`src/hdl/placeholder_none.sv`:
```
`timescale 1ns/10ps
`default_nettype none
`default_nettype wire

```
`src/hdl/tarc_pkg.sv`:
```
// Function
// - Scan reset clears the controller, no scan clock.
// - Scan reset low means normal, non-test operation.
// - Far end holds scan reset low when idle.
// - Mode select sampled on rising scan clock.
// - Data input captured on rising scan clock.
// - Data output updated on falling scan clock.
// - Far end holds mode select high when idle.
// - System reset low holds all logic reset; the user update register keeps its value.
// - Far end holds system reset low 200 us.
// - Clocks stable 200 us before system reset release.
// - Float input and scan reset low float outputs.
// - Far end holds float input high normally.
// - Far end ties factory inputs low.
package tarc_pkg;

    // ************************************************************
    // Timing
    // ************************************************************
    localparam int unsigned MCLK_HZ = 10_000_000;
    localparam int unsigned SYS_RESET_MIN_US = 200;
    localparam int unsigned CLK_STABLE_MIN_US = 200;
    localparam int unsigned HOLD_MIN_US = (SYS_RESET_MIN_US > CLK_STABLE_MIN_US) ?
        SYS_RESET_MIN_US : CLK_STABLE_MIN_US;
    // Least time, rounded up to whole cycles
    localparam int unsigned HOLD_CYCLES = (HOLD_MIN_US * (MCLK_HZ / 1000) + 999) / 1000;
    localparam int unsigned CNT_W = 12;
    localparam logic [CNT_W-1:0] HOLD_COUNT = CNT_W'(HOLD_CYCLES);
    // Scan clock made by the host: 4 + 4 cycles gives 800 ns
    localparam int unsigned BIT_CNT_W = 4;
    localparam logic [BIT_CNT_W-1:0] SCAN_HALF_LAST = 4'h3;
    // Trailing low phase covers both synchronisers and the output update
    localparam logic [BIT_CNT_W-1:0] SCAN_TRAIL_LAST = 4'hb;

    // ************************************************************
    // Pin sampling
    // ************************************************************
    localparam int unsigned PIN_N = 6;
    localparam int unsigned PIN_CLK = 0;
    localparam int unsigned PIN_MODE = 1;
    localparam int unsigned PIN_DIN = 2;
    localparam int unsigned PIN_SRST = 3;
    localparam int unsigned PIN_FLOAT = 4;
    localparam int unsigned PIN_SYSRST = 5;
    // Idle levels: clock low, mode high, float off, both resets active
    localparam logic [PIN_N-1:0] PIN_RESET = 6'h12;

    // ************************************************************
    // Instructions and data registers
    // ************************************************************
    localparam int unsigned IR_W = 4;
    localparam int unsigned ID_W = 32;
    localparam int unsigned USER_W = 8;
    localparam logic [IR_W-1:0] IR_IDCODE = 4'h1;
    localparam logic [IR_W-1:0] IR_USER = 4'h2;
    localparam logic [IR_W-1:0] IR_BYPASS = 4'hf;
    localparam logic [IR_W-1:0] IR_CAPTURE = 4'h1;
    // Identification value is arbitrary; bit 0 set as the scan standard asks
    localparam logic [ID_W-1:0] ID_VALUE = 32'h0a5a_0001;

    typedef enum logic [3:0] {
        TAP_RESET, TAP_IDLE, TAP_SEL_DR, TAP_CAP_DR, TAP_SHIFT_DR, TAP_EXIT1_DR,
        TAP_PAUSE_DR, TAP_EXIT2_DR, TAP_UPD_DR, TAP_SEL_IR, TAP_CAP_IR, TAP_SHIFT_IR,
        TAP_EXIT1_IR, TAP_PAUSE_IR, TAP_EXIT2_IR, TAP_UPD_IR
    } tarc_tap_state_t;

    typedef enum {
        HOST_IDLE, HOST_SETUP, HOST_HIGH, HOST_TRAIL
    } tarc_host_state_t;

endpackage : tarc_pkg

```
`src/hdl/tarc_if.sv`:
```
`timescale 1ns/10ps
`default_nettype none
interface tarc_if;
    logic scan_clock;
    logic scan_mode_select;
    logic scan_data_in;
    logic scan_data_out;
    logic scan_data_out_oe;
    logic scan_reset_n;
    logic system_reset_n;
    logic float_outputs_n;
    logic factory_scan_enable;
    logic factory_scan_mode;
    logic memory_selftest_enable;
    logic factory_clock_disable;
    logic memory_selftest_done;
    logic memory_selftest_fail;
    logic scan_data_line;

    // No pull on the output: a released line reads inverted, so a lost enable shows
    assign scan_data_line = scan_data_out_oe ? scan_data_out : ~scan_data_out;

    modport device (
        input scan_clock, scan_mode_select, scan_data_in, scan_reset_n,
        input system_reset_n, float_outputs_n, factory_scan_enable,
        input factory_scan_mode, memory_selftest_enable, factory_clock_disable,
        output scan_data_out, scan_data_out_oe, memory_selftest_done,
        output memory_selftest_fail
    );

    modport host (
        output scan_clock, scan_mode_select, scan_data_in, scan_reset_n,
        output system_reset_n, float_outputs_n, factory_scan_enable,
        output factory_scan_mode, memory_selftest_enable, factory_clock_disable,
        input scan_data_out, scan_data_out_oe, memory_selftest_done,
        input memory_selftest_fail, scan_data_line
    );
endinterface : tarc_if
`default_nettype wire

```
`src/hdl/tarc_device.sv`:
```
`timescale 1ns/10ps
`default_nettype none
module tarc_device
    import tarc_pkg::*;
(
    input wire logic i_mclk,
    input wire logic i_resetn,
    input wire logic i_ce,
    tarc_if.device link,
    input wire logic [USER_W-1:0] i_user_capture,
    output logic [USER_W-1:0] o_user_update,
    output logic o_user_update_pulse,
    output logic o_test_mode,
    output logic [IR_W-1:0] o_instruction,
    output logic o_core_reset,
    output logic o_outputs_float
);

    // ************************************************************
    // Pin synchronisers
    // ************************************************************
    logic [PIN_N-1:0] pin_raw;
    logic [PIN_N-1:0] sync1_reg;
    logic [PIN_N-1:0] sync2_reg;
    logic [PIN_N-1:0] sync3_reg;
    logic [PIN_N-1:0] filt_reg;
    logic [PIN_N-1:0] filt_next;

    // Gathered so one loop handles every pin alike
    assign pin_raw[PIN_CLK] = link.scan_clock;
    assign pin_raw[PIN_MODE] = link.scan_mode_select;
    assign pin_raw[PIN_DIN] = link.scan_data_in;
    assign pin_raw[PIN_SRST] = link.scan_reset_n;
    assign pin_raw[PIN_FLOAT] = link.float_outputs_n;
    assign pin_raw[PIN_SYSRST] = link.system_reset_n;

    genvar g;
    generate
        for (g = 0; g < PIN_N; g = g + 1) begin : g_pin
            // Accept a change only once stages two and three agree
            always_comb begin
                filt_next[g] = (sync2_reg[g] == sync3_reg[g]) ? sync2_reg[g] : filt_reg[g];
            end

            always_ff @(posedge i_mclk) begin
                if (!i_resetn) begin
                    sync1_reg[g] <= PIN_RESET[g];
                    sync2_reg[g] <= PIN_RESET[g];
                    sync3_reg[g] <= PIN_RESET[g];
                    filt_reg[g] <= PIN_RESET[g];
                end else if (i_ce) begin
                    sync1_reg[g] <= pin_raw[g];
                    sync2_reg[g] <= sync1_reg[g];
                    sync3_reg[g] <= sync2_reg[g];
                    filt_reg[g] <= filt_next[g];
                end
            end
        end
    endgenerate

    // ************************************************************
    // Controller
    // ************************************************************
    tarc_tap_state_t state_reg, state_next;
    logic clk_prev_reg, clk_prev_next;
    logic [IR_W-1:0] ir_reg, ir_next;
    logic [IR_W-1:0] ir_shift_reg, ir_shift_next;
    logic [ID_W-1:0] dr_shift_reg, dr_shift_next;
    logic [USER_W-1:0] user_reg, user_next;
    logic upd_pulse_reg, upd_pulse_next;
    logic tdo_reg, tdo_next;
    logic drive_reg, drive_next;
    logic oe_reg, oe_next;
    logic test_mode_reg, test_mode_next;
    logic core_reset_reg, core_reset_next;
    logic float_reg, float_next;
    logic scan_rise;
    logic scan_fall;
    logic tap_clear;

    // Edges of the sampled scan clock
    assign scan_rise = filt_reg[PIN_CLK] & ~clk_prev_reg;
    assign scan_fall = ~filt_reg[PIN_CLK] & clk_prev_reg;
    // Either reset clears the controller, scan clock or not
    assign tap_clear = ~filt_reg[PIN_SRST] | ~filt_reg[PIN_SYSRST];

    // Standard state walk on the sampled mode select
    function automatic tarc_tap_state_t tap_step(input tarc_tap_state_t s, input logic m);
        tarc_tap_state_t n;
        n = s;
        case (s)
            TAP_RESET: n = m ? TAP_RESET : TAP_IDLE;
            TAP_IDLE: n = m ? TAP_SEL_DR : TAP_IDLE;
            TAP_SEL_DR: n = m ? TAP_SEL_IR : TAP_CAP_DR;
            TAP_CAP_DR: n = m ? TAP_EXIT1_DR : TAP_SHIFT_DR;
            TAP_SHIFT_DR: n = m ? TAP_EXIT1_DR : TAP_SHIFT_DR;
            TAP_EXIT1_DR: n = m ? TAP_UPD_DR : TAP_PAUSE_DR;
            TAP_PAUSE_DR: n = m ? TAP_EXIT2_DR : TAP_PAUSE_DR;
            TAP_EXIT2_DR: n = m ? TAP_UPD_DR : TAP_SHIFT_DR;
            TAP_UPD_DR: n = m ? TAP_SEL_DR : TAP_IDLE;
            TAP_SEL_IR: n = m ? TAP_RESET : TAP_CAP_IR;
            TAP_CAP_IR: n = m ? TAP_EXIT1_IR : TAP_SHIFT_IR;
            TAP_SHIFT_IR: n = m ? TAP_EXIT1_IR : TAP_SHIFT_IR;
            TAP_EXIT1_IR: n = m ? TAP_UPD_IR : TAP_PAUSE_IR;
            TAP_PAUSE_IR: n = m ? TAP_EXIT2_IR : TAP_PAUSE_IR;
            TAP_EXIT2_IR: n = m ? TAP_UPD_IR : TAP_SHIFT_IR;
            TAP_UPD_IR: n = m ? TAP_SEL_DR : TAP_IDLE;
            default: n = TAP_RESET;
        endcase
        return n;
    endfunction : tap_step

    // Next values: capture and shift on rise, output and update on fall
    always_comb begin
        state_next = state_reg;
        clk_prev_next = filt_reg[PIN_CLK];
        ir_next = ir_reg;
        ir_shift_next = ir_shift_reg;
        dr_shift_next = dr_shift_reg;
        user_next = user_reg;
        upd_pulse_next = 1'b0;
        tdo_next = tdo_reg;
        drive_next = drive_reg;
        test_mode_next = filt_reg[PIN_SRST];
        core_reset_next = ~filt_reg[PIN_SYSRST];
        float_next = ~filt_reg[PIN_FLOAT] & ~filt_reg[PIN_SRST];
        if (tap_clear) begin
            state_next = TAP_RESET;
            ir_next = IR_IDCODE;
            drive_next = 1'b0;
        end else if (scan_rise) begin
            state_next = tap_step(state_reg, filt_reg[PIN_MODE]);
            case (state_reg)
                TAP_RESET: begin
                    ir_next = IR_IDCODE;
                end
                TAP_CAP_IR: begin
                    ir_shift_next = IR_CAPTURE;
                end
                TAP_SHIFT_IR: begin
                    ir_shift_next = {filt_reg[PIN_DIN], ir_shift_reg[IR_W-1:1]};
                end
                TAP_CAP_DR: begin
                    case (ir_reg)
                        IR_IDCODE: dr_shift_next = ID_VALUE;
                        IR_USER: dr_shift_next = {{(ID_W-USER_W){1'b0}}, i_user_capture};
                        default: dr_shift_next = '0;
                    endcase
                end
                TAP_SHIFT_DR: begin
                    // Length of the shift path follows the instruction
                    case (ir_reg)
                        IR_IDCODE: begin
                            dr_shift_next = {filt_reg[PIN_DIN], dr_shift_reg[ID_W-1:1]};
                        end
                        IR_USER: begin
                            dr_shift_next = {{(ID_W-USER_W){1'b0}}, filt_reg[PIN_DIN],
                                dr_shift_reg[USER_W-1:1]};
                        end
                        default: begin
                            dr_shift_next = {{(ID_W-1){1'b0}}, filt_reg[PIN_DIN]};
                        end
                    endcase
                end
                default: begin
                end
            endcase
        end else if (scan_fall) begin
            drive_next = (state_reg == TAP_SHIFT_IR) || (state_reg == TAP_SHIFT_DR);
            tdo_next = (state_reg == TAP_SHIFT_IR) ? ir_shift_reg[0] : dr_shift_reg[0];
            if (state_reg == TAP_UPD_IR) begin
                ir_next = ir_shift_reg;
            end
            if ((state_reg == TAP_UPD_DR) && (ir_reg == IR_USER)) begin
                user_next = dr_shift_reg[USER_W-1:0];
                upd_pulse_next = 1'b1;
            end
        end
        // Float wins over any shift phase
        oe_next = drive_next & ~float_next;
    end

    // Controller registers
    always_ff @(posedge i_mclk) begin
        if (!i_resetn) begin
            state_reg <= TAP_RESET;
            clk_prev_reg <= 1'b0;
            ir_reg <= IR_IDCODE;
            ir_shift_reg <= '0;
            dr_shift_reg <= '0;
            user_reg <= '0;
            upd_pulse_reg <= 1'b0;
            tdo_reg <= 1'b0;
            drive_reg <= 1'b0;
            oe_reg <= 1'b0;
            test_mode_reg <= 1'b0;
            core_reset_reg <= 1'b1;
            float_reg <= 1'b0;
        end else if (i_ce) begin
            state_reg <= state_next;
            clk_prev_reg <= clk_prev_next;
            ir_reg <= ir_next;
            ir_shift_reg <= ir_shift_next;
            dr_shift_reg <= dr_shift_next;
            user_reg <= user_next;
            upd_pulse_reg <= upd_pulse_next;
            tdo_reg <= tdo_next;
            drive_reg <= drive_next;
            oe_reg <= oe_next;
            test_mode_reg <= test_mode_next;
            core_reset_reg <= core_reset_next;
            float_reg <= float_next;
        end
    end

    // ************************************************************
    // Outputs
    // ************************************************************
    assign link.scan_data_out = tdo_reg;
    assign link.scan_data_out_oe = oe_reg;
    // Factory self-test outputs carry nothing in this design
    assign link.memory_selftest_done = 1'b0;
    assign link.memory_selftest_fail = 1'b0;
    assign o_user_update = user_reg;
    assign o_user_update_pulse = upd_pulse_reg;
    assign o_test_mode = test_mode_reg;
    assign o_instruction = ir_reg;
    assign o_core_reset = core_reset_reg;
    assign o_outputs_float = float_reg;

endmodule : tarc_device
`default_nettype wire

```
`src/flat_wrapper.sv`:
```
// flat-port wrapper written by rule: the top's interface ports become plain ports
module tarc_device_flat import tarc_pkg::*;
  (i_mclk, i_resetn, i_ce, i_user_capture, o_user_update, o_user_update_pulse, o_test_mode, o_instruction, o_core_reset, o_outputs_float, link_scan_clock, link_scan_mode_select, link_scan_data_in, link_scan_reset_n, link_system_reset_n, link_float_outputs_n, link_factory_scan_enable, link_factory_scan_mode, link_memory_selftest_enable, link_factory_clock_disable, link_scan_data_out, link_scan_data_out_oe, link_memory_selftest_done, link_memory_selftest_fail);
  tarc_if link_i ();
  input wire logic i_mclk;
  input wire logic i_resetn;
  input wire logic i_ce;
  input wire logic [USER_W-1:0] i_user_capture;
  output logic [USER_W-1:0] o_user_update;
  output logic o_user_update_pulse;
  output logic o_test_mode;
  output logic [IR_W-1:0] o_instruction;
  output logic o_core_reset;
  output logic o_outputs_float;
  input wire logic [$bits(link_i.scan_clock)-1:0] link_scan_clock;
  input wire logic [$bits(link_i.scan_mode_select)-1:0] link_scan_mode_select;
  input wire logic [$bits(link_i.scan_data_in)-1:0] link_scan_data_in;
  input wire logic [$bits(link_i.scan_reset_n)-1:0] link_scan_reset_n;
  input wire logic [$bits(link_i.system_reset_n)-1:0] link_system_reset_n;
  input wire logic [$bits(link_i.float_outputs_n)-1:0] link_float_outputs_n;
  input wire logic [$bits(link_i.factory_scan_enable)-1:0] link_factory_scan_enable;
  input wire logic [$bits(link_i.factory_scan_mode)-1:0] link_factory_scan_mode;
  input wire logic [$bits(link_i.memory_selftest_enable)-1:0] link_memory_selftest_enable;
  input wire logic [$bits(link_i.factory_clock_disable)-1:0] link_factory_clock_disable;
  output wire logic [$bits(link_i.scan_data_out)-1:0] link_scan_data_out;
  output wire logic [$bits(link_i.scan_data_out_oe)-1:0] link_scan_data_out_oe;
  output wire logic [$bits(link_i.memory_selftest_done)-1:0] link_memory_selftest_done;
  output wire logic [$bits(link_i.memory_selftest_fail)-1:0] link_memory_selftest_fail;
  assign link_i.scan_clock = link_scan_clock;
  assign link_i.scan_mode_select = link_scan_mode_select;
  assign link_i.scan_data_in = link_scan_data_in;
  assign link_i.scan_reset_n = link_scan_reset_n;
  assign link_i.system_reset_n = link_system_reset_n;
  assign link_i.float_outputs_n = link_float_outputs_n;
  assign link_i.factory_scan_enable = link_factory_scan_enable;
  assign link_i.factory_scan_mode = link_factory_scan_mode;
  assign link_i.memory_selftest_enable = link_memory_selftest_enable;
  assign link_i.factory_clock_disable = link_factory_clock_disable;
  assign link_scan_data_out = link_i.scan_data_out;
  assign link_scan_data_out_oe = link_i.scan_data_out_oe;
  assign link_memory_selftest_done = link_i.memory_selftest_done;
  assign link_memory_selftest_fail = link_i.memory_selftest_fail;
  tarc_device u_core (.i_mclk(i_mclk), .i_resetn(i_resetn), .i_ce(i_ce), .link(link_i), .i_user_capture(i_user_capture), .o_user_update(o_user_update), .o_user_update_pulse(o_user_update_pulse), .o_test_mode(o_test_mode), .o_instruction(o_instruction), .o_core_reset(o_core_reset), .o_outputs_float(o_outputs_float));
endmodule
```
`config.mk`:
```
export PLATFORM = sky130hd
export DESIGN_NAME = tarc_device_flat
export DESIGN_NICKNAME = d
export VERILOG_FILES = /design/src/hdl/placeholder_none.sv /design/src/hdl/tarc_pkg.sv /design/src/hdl/tarc_if.sv /design/src/hdl/tarc_device.sv /design/src/flat_wrapper.sv
export SDC_FILE = /design/constraint.sdc
export NUM_CORES = 1
export LEC_CHECK = 0
export BUFFER_PORTS_ARGS = -buffer_cell sky130_fd_sc_hd__buf_4
export CAP_MARGIN = 20
export CORE_MARGIN = 2
export CORE_UTILIZATION = 45
export CTS_CLUSTER_DIAMETER = 150
export DETAILED_ROUTE_END_ITERATION = 8
export GPL_ROUTABILITY_DRIVEN = 0
export GPL_TIMING_DRIVEN = 0
export HOLD_SLACK_MARGIN = 0.12
export PLACE_DENSITY = 0.67
export SLEW_MARGIN = 10
export SYNTH_ARGS = -nofsm -noshare
export SYNTH_HDL_FRONTEND = slang
export SYNTH_SLANG_ARGS = --single-unit
export TNS_END_PERCENT = 50
```
`constraint.sdc`:
```
create_clock -name i_mclk -period 1.6 [get_ports i_mclk]
set_input_delay 0.08 -clock i_mclk [delete_from_list [all_inputs] [get_ports i_mclk]]
set_output_delay 0.08 -clock i_mclk [all_outputs]
set_load 0.1 [all_outputs]
```
# == Word level (Yosys, flattened, before mapping) ==
# Index checks and enable logic that the tools add are counted.
# word_totals
register_bits,84
in_bits,21
# classes
eq_ne,24
mux,32
bitwise_logic,13
n_reduce_logical,23
# op_table
op,count
$pmux W32 S2,2
$pmux W28 S2,1
$pmux W4 S12,1
$mux W4,11
$eq A4 B4 Y1 const B,8
$eq A4 B3 Y1 const B,4
$reduce_and A4 Y1,4
$reduce_and A2 Y1,7
$eq A4 B2 Y1 const B,3
$mux W1,11
$eq A4 B1 Y1 const B,2
$not A1 Y1,8
$pmux W4 S2,1
$eq A1 B1 Y1,6
$mux W2,3
$mux W3,2
$reduce_bool A2 Y1,3
$reduce_bool A3 Y1,2
$reduce_and A5 Y1,1
$and A1 B1 Y1,4
$logic_not A4 Y1,1
$reduce_or A2 Y1,2
$ne A3 B3 Y1 const B,1
$reduce_or A3 Y1,1
other kinds (3),3

# == Longest topological paths before layout ==
# Gate-level depths: netlist (run 1).
# logic_depth
ltp_word,6
depth_mapped,7
ltp_nobuf,4

# == Worst setup path before layout (run 1) ==
# OpenSTA, ideal clock, no wires.
# synth_timing
path_kind,register -> register
start,"reg u_core.ir_reg[0], in the netlist u_core.o_instruction[0]"
end,reg u_core.dr_shift_reg[16]
setup_ns,0.071
arrival_time_ns,2.159
t_required_ns,1.529
slack_ns,-0.630
stages_incl_launch_ff,6
path_buffers,1
cell_sequence,dfxtp_1 or4b_1 nor2_8 buf_6 nand3_1 a21oi_1
# synth_between
elab_chain_cells,3
word_cells_on_any_way,4
cone_classes,eq/ne (2); mux (2)
# synth_lines
item,line,rtl
"start, declared",tarc_device.sv:66,"logic [IR_W-1:0] ir_reg, ir_next;"
"start signal, assigned",tarc_device.sv:202,ir_reg <= ir_next;
$eq A4 B2 Y1 or $eq A4 B1 Y1 (tied branches),tarc_device.sv:152,case (ir_reg)
$pmux W32 S2 *,tarc_device.sv:152,
$pmux W32 S2 *,tarc_device.sv:133,case (state_reg)
"end signal, assigned",tarc_device.sv:204,dr_shift_reg <= dr_shift_next;
"end, declared",tarc_device.sv:68,"logic [ID_W-1:0] dr_shift_reg, dr_shift_next;"
# Mark *: on every way between the ends. The rest lies on a longest branch, timed or not.
# A chain may end at the register's enable or synchronous reset.

# == Final worst setup path (run 1) ==
# layout_timing
start,reg u_core.state_reg[0]
end,reg u_core.dr_shift_reg[31]
# layout_between
elab_chain_cells,3
word_cells_on_any_way,5
cone_classes,eq/ne (2); mux (1); reduce/logical (2)
# layout_lines
item,line,rtl
"start, declared",tarc_device.sv:64,"tarc_tap_state_t state_reg, state_next;"
"start signal, assigned",tarc_device.sv:200,state_reg <= state_next;
$eq A4 B2 Y1 or $eq A4 B3 Y1 (tied branches),tarc_device.sv:133,
$reduce_bool A2 Y1 (no line),--,
$reduce_and A4 Y1 (no line),--,
# Parallel ways exist; a longest one is shown, timed or not.

==> results of run 1 <==
cell type report:
type	instances	area, um2	share of cell area [%]
plain buffers	30	190	4.08
clock inverters	6	40.0	0.860
flip-flops and latches	84	1710	36.7
inverters	7	26.3	0.564
well taps	102	128	2.74
repair buffers	57	483	10.4
clock buffers	10	138	2.96
multi-input cells	285	1940	41.8
per-stage QoR:
step / worst slack, ns / cell area, um2
3_5_place_dp: -0.336 / 3980
4_1_cts: -0.0305 / 4480
2_1_floorplan: -0.0604 / 3600
3_3_place_gp: -0.325 / 3980
6_report: -0.0509 / 4660
5_1_grt: -0.112 / 4660
critical path: stages, from the launching register on:
cell and delay (ns):
dfxtp_2 0.34, or4b_4 0.57, buf_12 0.17, nor2_8 0.14
buf_12 0.15, nand3_2 0.08, a21oi_2 0.14
power by group through the flow:
stage               Clock, mW  Combinational, mW  Sequential [mW]
floorplan                   0              0.107             2.16
global placement            0              0.162             2.16
CTS                      1.39              0.195             2.11
finish                   1.36              0.196             2.10
global route             1.47              0.210             2.11
detailed placement          0              0.163             2.16
synth_stat cells (2+ instances only):
cell type and number:
dfxtp_1 84, nand2_1 51, o21a_1 2, nor2b_1 6, and3_1 3, nor3_1 2, a31oi_1 2, nand4_1 3
o211ai_1 6, a21o_1 5, nand3_1 23, a21oi_1 42, o21ai_0 21, buf_6 3, nor4_1 4, nor2_1 37
buf_1 2, o32ai_1 2, mux2i_1 32, nor4b_1 3, clkbuf_1 18, o2111ai_1 2, inv_1 6, buf_4 2
a311oi_1 2, a221oi_1 7, nand2b_1 5, buf_2 7
path summary, 6_finish.rpt:
| path | startpoint | end | slack [ns] | depth (start not counted) |
|---|---|---|---|---|
| setup / recovery | u_core.state_reg[0] | u_core.dr_shift_reg[31] | -0.05 | 6 |
| setup reg to reg | u_core.state_reg[0] | u_core.dr_shift_reg[31] | -0.05 | 6 |
| hold reg to reg | u_core.dr_shift_reg[27] | u_core.dr_shift_reg[27] | 0.46 | 2 |
| hold / removal | i_ce | u_core.filt_reg[1] | 0.20 | 4 |
what timing repair did:
item / CTS / global route
gates resized for setup: 37 / 48
hold buffers: 14 / 0
pin swaps: 20 / 10
cloned: 1 / 0
buffers inserted: 6 / 3
hold endpoints to repair: 17 / 0
endpoints found under the setup margin: 52 / 55
cell families after synthesis:
family | count (synthesis) | synth area share, %
and+or+nand+nor | 149 | 20.6
AOI/OAI and AO/OA | 100 | 17.4
DFF | 84 | 47.2
buffers and inverters | 39 | 5.19
muxes | 33 | 9.30
xor gates and xnor gates | 1 | 0.246
other | 1 | 0.105
layer usage:
layer,wire (um),global-route usage [%],part of all wire (%),up-vias
met4,78,5.15,0.94,0
li1,-,-,-,1581
met3,288,5.00,3.5,10
met2,3950,30.3,47,51
met1,4010,26.4,48,1498
met5,0,0,0,-
==> out/results.ini, run 1 <==
[power]
p_seq_share_pct=57.5
switching_share_pct=24.0
combPwrFrac_pct=5.3
p_int_mw=2.78
ir_drop_v=0.000601
power_frac_clock_pct=37.2
p_per_area_nw_per_um2=787
p_sw_mw=0.880
power.total_mw=3.66
power_leakage_nw=1.80

[placed_design]
placement.io_buffers=33
hpwl_um=5430
post-place-cells=543

[setup_path]
crit_fanout=7
cp.required_ns=1.88
path_class=register to register
critPathLaunchType=register
arrival_ns=1.93
critPathCaptureType=register

[sta]
drv_slew=0
finalHoldViolations=0
fin_tns_setup_ns=-0.333
timing.final.ws_setup_ns=-0.0509
min_period_over_period_pct=103
max_slew_margin_pct=52.6
rsz0062_at_grt=true
setup_viol_count_final=18
tightest_slew_ns=0.710
min_period_ns=1.65
fin_worst_skew_ns=0.00654
timing.hold.ws_ns=0.204
fmaxAchievable_ghz=0.606

[drt]
wire_per_inst_um=14.3
vias=3140
drtIter0Drc=156
routed_wl_um=8330
first_pass_iters=4
routed_via_density=5.40
antenna_left=0
drc=0

[clocking]
htreeDepth=3
cts_made_buffers=9
clock_sinks=84
cts_tree=done
cts-root-buf=clkbuf_8
clockBufferDepth=2
insertion_delay_ns=0.35
path_clk_slew_ns=0.08

[grt]
gr-total-overflow=0
antenna_found_initial=0
grt_max_degree=15
grt_pass1_vias=2831
grt_pass1_wl_um=13400
grt_usage_pct=19.3

[synthesis]
async_reset_ff_share_pct=0
synth_area_um2=3560
synth-seq-area-share_pct=47.2
synth-edff-count=0
synth_ff_type=dfxtp_1
netlist_top_cells_area=dfxtp_1 (47%), mux2i_1 (9.0%), a21oi_1 (5.9%)
synthCells=407
synth_seq_cells=84
avgSynthCellArea_um2=8.76
synth_top_area_share_pct=47.2
post_synth_num_cell_types=53
synth_top_cell_by_area=dfxtp_1
yosysWarningCount=0

[cells_and_area]
mostFrequentLayoutCells=dfxtp_1 (75), nand2_1 (50), buf_4 (47)
nFillCells=669
num_antenna_cells=0
largest_register_ffs=32
final_nets=495
drive_above_1_share_pct=27.1
post-route-util_pct=60.6
final_cells=581
syn_to_final_growth_pct=30.6
layout_commonest_cell=dfxtp_1

[die]
die_area_um2=8650
ios=41
die_height_um=93
die_w_um=93
coreArea_um2=7690
initial_core_util_pct=46.4
rows=32

[min_path]
hp-class=input port to register

[run]
maxCapViolations=0

[outcome]
status=finished with violations
violations=negative setup slack

Note: power is estimated with default switching activity, not from simulation.
==> inputs of run 2 (changes only) <==
Settings changed: CORE_ASPECT_RATIO set to 1.2, SKIP_CTS_REPAIR_TIMING set to 1.
==> out/results.ini, run 2 (synthesis results as in run 1) <==
[sta]
min_period_over_period_pct=106  ; was 103%
min_period_ns=1.70  ; was 1.65 ns
timing.final.ws_setup_ns=-0.0981  ; was -0.0509 ns
fmaxAchievable_ghz=0.589  ; was 0.606 GHz
finalHoldViolations=0  ; unchanged
max_slew_margin_pct=54.3  ; was 52.6%
drv_slew=0  ; unchanged
rsz0062_at_grt=true  ; unchanged
fin_worst_skew_ns=0.0107  ; was 0.00654 ns
setup_viol_count_final=21  ; was 18
tightest_slew_ns=0.686  ; was 0.710 ns

[min_path]
min_path_cells=4  ; unchanged
min_from=i_user_capture[7]  ; was i_ce
min_to=u_core.dr_shift_reg[7]  ; was u_core.filt_reg[1]
hp-class=input port to register  ; unchanged

[cells_and_area]
syn_to_final_growth_pct=30.1  ; was 30.6%
largest_register_ffs=32  ; unchanged
drive_above_1_share_pct=27.1  ; about the same
final_nets=496  ; was 495
layout_commonest_cell=dfxtp_1  ; unchanged
mostFrequentLayoutCells=dfxtp_1 (76), nand2_1 (50), buf_4 (44)  ; was dfxtp_1 (75), nand2_1 (50), buf_4 (47)
post-route-util_pct=60.5  ; was 60.6%
num_antenna_cells=0  ; unchanged

[setup_path]
cp.required_ns=1.85  ; was 1.88 ns
path_class=register to register  ; unchanged
cp_top_family=simple AND/OR/NAND/NOR gates  ; unchanged
path_cells=or4b_4 > mux2_4 > a221oi_2 > nor2_1  ; was or4b_4 > buf_12 > nor2_8 > buf_12 > nand3_2 > a21oi_2
slowest_delay_ns=0.57  ; about the same
cp_num_buf_inv=0  ; was 2
crit_fanout=6  ; was 7
critPathLaunchType=register  ; unchanged
r2r_slack_ns=-0.1  ; was -0.05 ns
critPathCaptureType=register  ; unchanged
rr_worst_depth=4  ; was 6
slowest_stage=or4b_4  ; unchanged
arrival_ns=1.94  ; was 1.93 ns
timing.rr.end=u_core.dr_shift_reg[7]  ; was u_core.dr_shift_reg[31]
regToRegStartpoint=u_core.state_reg[3]  ; was u_core.state_reg[0]

[die]
ios=41  ; unchanged
initial_core_util_pct=46.5  ; was 46.4%
die_height_um=102  ; was 93 um
rows=35  ; was 32
coreArea_um2=7660  ; was 7690 um2
die_w_um=85.3  ; was 93 um
die_area_um2=8650  ; about the same

[power]
p_per_area_nw_per_um2=835  ; was 787 nW/um2
power.total_mw=3.87  ; was 3.66 mW
ir_drop_v=0.000642  ; was 0.000601 V
power_leakage_nw=1.83  ; was 1.80 nW

[clocking]
cts_tree=done  ; unchanged
clock_sinks=84  ; unchanged
cts-root-buf=clkbuf_8  ; unchanged
clockBufferDepth=2  ; unchanged
cts_made_buffers=9  ; unchanged
insertion_delay_ns=0.36  ; was 0.35 ns
htreeDepth=3  ; unchanged
path_clk_slew_ns=0.09  ; was 0.08 ns

[drt]
drc=0  ; unchanged
antenna_left=0  ; unchanged
routed_via_density=5.47  ; was 5.40
wire_per_inst_um=14.7  ; was 14.3 um
drtIter0Drc=150  ; was 156
first_pass_iters=4  ; unchanged
vias=3126  ; was 3140
routed_wl_um=8410  ; was 8330 um

[outcome]
status=finished with violations  ; unchanged
violations=negative setup slack  ; unchanged

[grt]
antenna_found_initial=0  ; unchanged
grt_pass1_wl_um=13300  ; was 13400 um
grt_pass1_vias=2908  ; was 2831
grt_max_degree=16  ; was 15
gr-total-overflow=0  ; unchanged
grt_usage_pct=19.0  ; was 19.3%

[placed_design]
hpwl_um=5630  ; was 5430 um
placement.io_buffers=33  ; unchanged
dp_slack_ns=-0.341  ; was -0.336 ns

[run]
maxCapViolations=0  ; unchanged

[run 2: cell types whose count changed in the layout (fill, tap and decap cells not counted), sizes merged]
cell         before  now
buf              59   54
bufinv            0    1
clkbuf           24   30
clkinv            5    1
clkinvlp          1    0
dlygate4sd3      14   13
inv               7   11
nor2             38   39
[run 2: worst max-delay path by stage]
stage | from | end | slack, ns | cells after the start
floorplan | u_core.o_instruction[0] | u_core.dr_shift_reg[16] | -0.06 | 5
global placement | u_core.test_mode_next | u_core.dr_shift_reg[2] | -0.30 | 6
detailed placement | u_core.test_mode_next | u_core.dr_shift_reg[4] | -0.34 | 6
CTS | u_core.test_mode_next | u_core.dr_shift_reg[2] | -0.36 | 6
global route | u_core.state_reg[3] | u_core.dr_shift_reg[8] | -0.14 | 6
finish | u_core.state_reg[3] | u_core.dr_shift_reg[7] | -0.1 | 4
[run 2: per-stage QoR]
stage | instances | setup TNS, ns | area, um2 | hold WS [ns]
finish | 572 | -0.948 | 4640 | 0.139
floorplan | 408 | -0.444 | 3600 | 0.208
CTS | 549 | -11.44 | 4170 | -0.0652
global route | 572 | -2.76 | 4640 | 0.172
detailed placement | 533 | -10.19 | 3960 | 0.299
global placement | 533 | -8.71 | 3960 | 0.298
[run 2: area by class of cell]
type / instances / area, um2
plain buffers: 30 / 185
inverters: 7 / 26.3
repair buffers: 57 / 485
fillers: 653 / 3030
clock buffers: 10 / 138
clock inverters: 6 / 67.6
well taps: 92 / 115
flip-flops and latches: 84 / 1700
multi-input cells: 286 / 1920
[run 2: metal layers]
layer  vias to the layer above  GRT usage, %  share of wire (%)
met5                         -             0                  0
met4                         0          9.16                1.4
met1                      1469          23.8                 46
met3                         8          3.26                3.6
met2                        62          31.7                 49
li1                       1587             -                  -
[run 2: tightest hold or removal path, stage by stage]
cell and delay, ns:
buf_4 0.08, mux2_4 0.14, a221oi_2 0.05, nor2_1 0.10
[run 2: power by group]
part           switching, mW  internal, mW  total (mW)
Combinational          0.110        0.0842       0.194
Clock                  0.792         0.779        1.57
Sequential           0.00989          2.10        2.11
==> inputs of run 3 (changes only) <==
--- a/constraint.sdc
+++ b/constraint.sdc
@@ -3,2 +3,2 @@
 set_output_delay 0.08 -clock i_mclk [all_outputs]
-set_load 0.1 [all_outputs]
+set_load 0.02 [all_outputs]
==> out/results.ini, run 3 (synthesis results as in run 1) <==
[outcome]
status=finished with violations  ; unchanged
violations=negative setup slack  ; unchanged

[sta]
tightest_slew_ns=0.686  ; about the same
rsz0062_at_grt=true  ; unchanged
max_slew_margin_pct=54.3  ; about the same
min_period_over_period_pct=105  ; was 106%
timing.hold.ws_ns=0.209  ; was 0.139 ns
timing.final.ws_setup_ns=-0.0838  ; was -0.0981 ns
drv_slew=0  ; unchanged
fin_worst_skew_ns=0.0118  ; was 0.0107 ns
setup_viol_count_final=28  ; was 21
finalHoldViolations=0  ; unchanged
min_period_ns=1.68  ; was 1.70 ns
fmaxAchievable_ghz=0.594  ; was 0.589 GHz

[grt]
grt_pass1_wl_um=13600  ; was 13300 um
grt_usage_pct=19.5  ; was 19.0%
gr-max-usage-layer=met2  ; unchanged
gr-total-overflow=0  ; unchanged
grt_use_met2_pct=31.9  ; was 31.7%
grt_pass1_vias=2873  ; was 2908
antenna_found_initial=0  ; unchanged
grt_max_degree=16  ; unchanged
use_met1_pct=25.5  ; was 23.8%
met3_usage_pct=2.93  ; was 3.26%

[cells_and_area]
post-route-util_pct=59.9  ; was 60.5%
largest_register_ffs=32  ; unchanged
syn_to_final_growth_pct=28.8  ; was 30.1%
final_nets=493  ; was 496
layout_commonest_cell=dfxtp_1  ; unchanged
drive_above_1_share_pct=23.1  ; was 27.1%
mostFrequentLayoutCells=dfxtp_1 (78), nand2_1 (50), buf_4 (42)  ; was dfxtp_1 (76), nand2_1 (50), buf_4 (44)
num_antenna_cells=0  ; unchanged

[placed_design]
placement.io_buffers=33  ; unchanged
hpwl_um=5620  ; was 5630 um

[clocking]
clock_sinks=84  ; unchanged
insertion_delay_ns=0.35  ; was 0.36 ns
path_clk_slew_ns=0.09  ; about the same
cts-root-buf=clkbuf_8  ; unchanged
htreeDepth=3  ; unchanged
clockBufferDepth=2  ; unchanged
cts_made_buffers=9  ; unchanged
cts_tree=done  ; unchanged

[power]
ir_drop_v=0.000714  ; was 0.000642 V
power_leakage_nw=1.82  ; was 1.83 nW
p_per_area_nw_per_um2=868  ; was 835 nW/um2

[die]
rows=35  ; unchanged
die_height_um=102  ; unchanged
ios=41  ; unchanged
die_w_um=85.3  ; unchanged
die_area_um2=8650  ; unchanged
initial_core_util_pct=46.5  ; unchanged
coreArea_um2=7660  ; unchanged

[setup_path]
slowest_stage=or4b_4  ; unchanged
path_cells=or4b_4 > buf_12 > nor2_8 > buf_4 > nand3_1 > a21oi_1  ; was or4b_4 > mux2_4 > a221oi_2 > nor2_1
startpoint=u_core.state_reg[3]  ; unchanged
critPathLaunchType=register  ; unchanged
cp_num_buf_inv=2  ; was 0
cp.required_ns=1.88  ; was 1.85 ns
rr_worst_depth=6  ; was 4
r2r_slack_ns=-0.08  ; was -0.1 ns
path_class=register to register  ; unchanged
crit_fanout=5  ; was 6
regToRegStartpoint=u_core.state_reg[3]  ; unchanged
crit_end=u_core.dr_shift_reg[29]  ; was u_core.dr_shift_reg[7]
timing.rr.end=u_core.dr_shift_reg[29]  ; was u_core.dr_shift_reg[7]
cp_top_family=simple AND/OR/NAND/NOR gates  ; unchanged
path_depth=6  ; was 4
arrival_ns=1.96  ; was 1.94 ns
slowest_delay_ns=0.58  ; was 0.57 ns
critPathCaptureType=register  ; unchanged

[min_path]
hp-class=input port to register  ; unchanged

[run]
maxCapViolations=0  ; unchanged

[drt]
vias=3160  ; was 3126
routed_via_density=5.55  ; was 5.47
wire_per_inst_um=14.8  ; was 14.7 um
antenna_left=0  ; unchanged
drc=0  ; unchanged
routed_wl_um=8410  ; about the same
drtIter0Drc=175  ; was 150
first_pass_iters=4  ; unchanged

run 3: cell count changes in the layout (fill, tap and decap cells not counted), sizes merged:
cell and change:
clkbuf -6, buf +2, bufinv +1, clkinv +1, dlygate4sd3 +1, inv -1, nor2 -1
run 3: routing by layer:
metal	part of all wire (%)	vias to the layer above
li1	-	1568
met5	0	-
met3	3.7	12
met1	47	1509
met4	1.9	0
met2	48	71
run 3: how the worst min path moves through the flow:
stage | slack (ns) | depth (start not counted) | to | start
final | 0.21 | 4 | u_core.dr_shift_reg[0] | i_user_capture[0]
after global routing | 0.23 | 4 | u_core.dr_shift_reg[0] | i_user_capture[0]
after CTS | -0.06 | 3 | u_core.sync1_reg[1] | link_scan_mode_select
after detailed placement | 0.30 | 3 | u_core.sync1_reg[4] | link_float_outputs_n
after global placement | 0.30 | 3 | u_core.sync1_reg[1] | link_scan_mode_select
after floorplan | 0.21 | 2 | u_core.sync1_reg[1] | link_scan_mode_select
run 3: layout make-up:
type | instances | area (um2)
inverter | 7 | 26.3
timing repair buffer | 55 | 459
multi-input combinational | 285 | 1900
tap | 92 | 115
sequential | 84 | 1690
buffer | 30 | 178
clock buffer | 9 | 124
fill | 657 | 3070
clock inverter | 7 | 96.3
run 3: worst register-to-register path: stages, from the launching register on:
cell and delay [ns]:
dfxtp_4 0.37, or4b_4 0.58, buf_12 0.17, nor2_8 0.12, buf_4 0.14, nand3_1 0.08
a21oi_1 0.15
run 3: where the power goes:
part	internal, mW	leakage, nW	switching [mW]	total (mW)
Sequential	2.10	0.681	0.00987	2.11
Combinational	0.0848	1.03	0.0925	0.177
Clock	0.891	0.114	0.801	1.69
Total	3.08	1.82	0.904	3.98
run 3: stage by stage:
stage	setup WS, ns	cell area [um2]	power (mW)	TNS (ns)	instances
detailed placement	-0.368	3960	2.31	-11.25	533
floorplan	-0.0351	3600	2.25	-0.309	408
global placement	-0.313	3960	2.31	-9.47	533
CTS	-0.388	4180	3.99	-12.22	549
global route	-0.142	4590	4.12	-3.65	569
finish	-0.0838	4590	3.98	-1.19	569
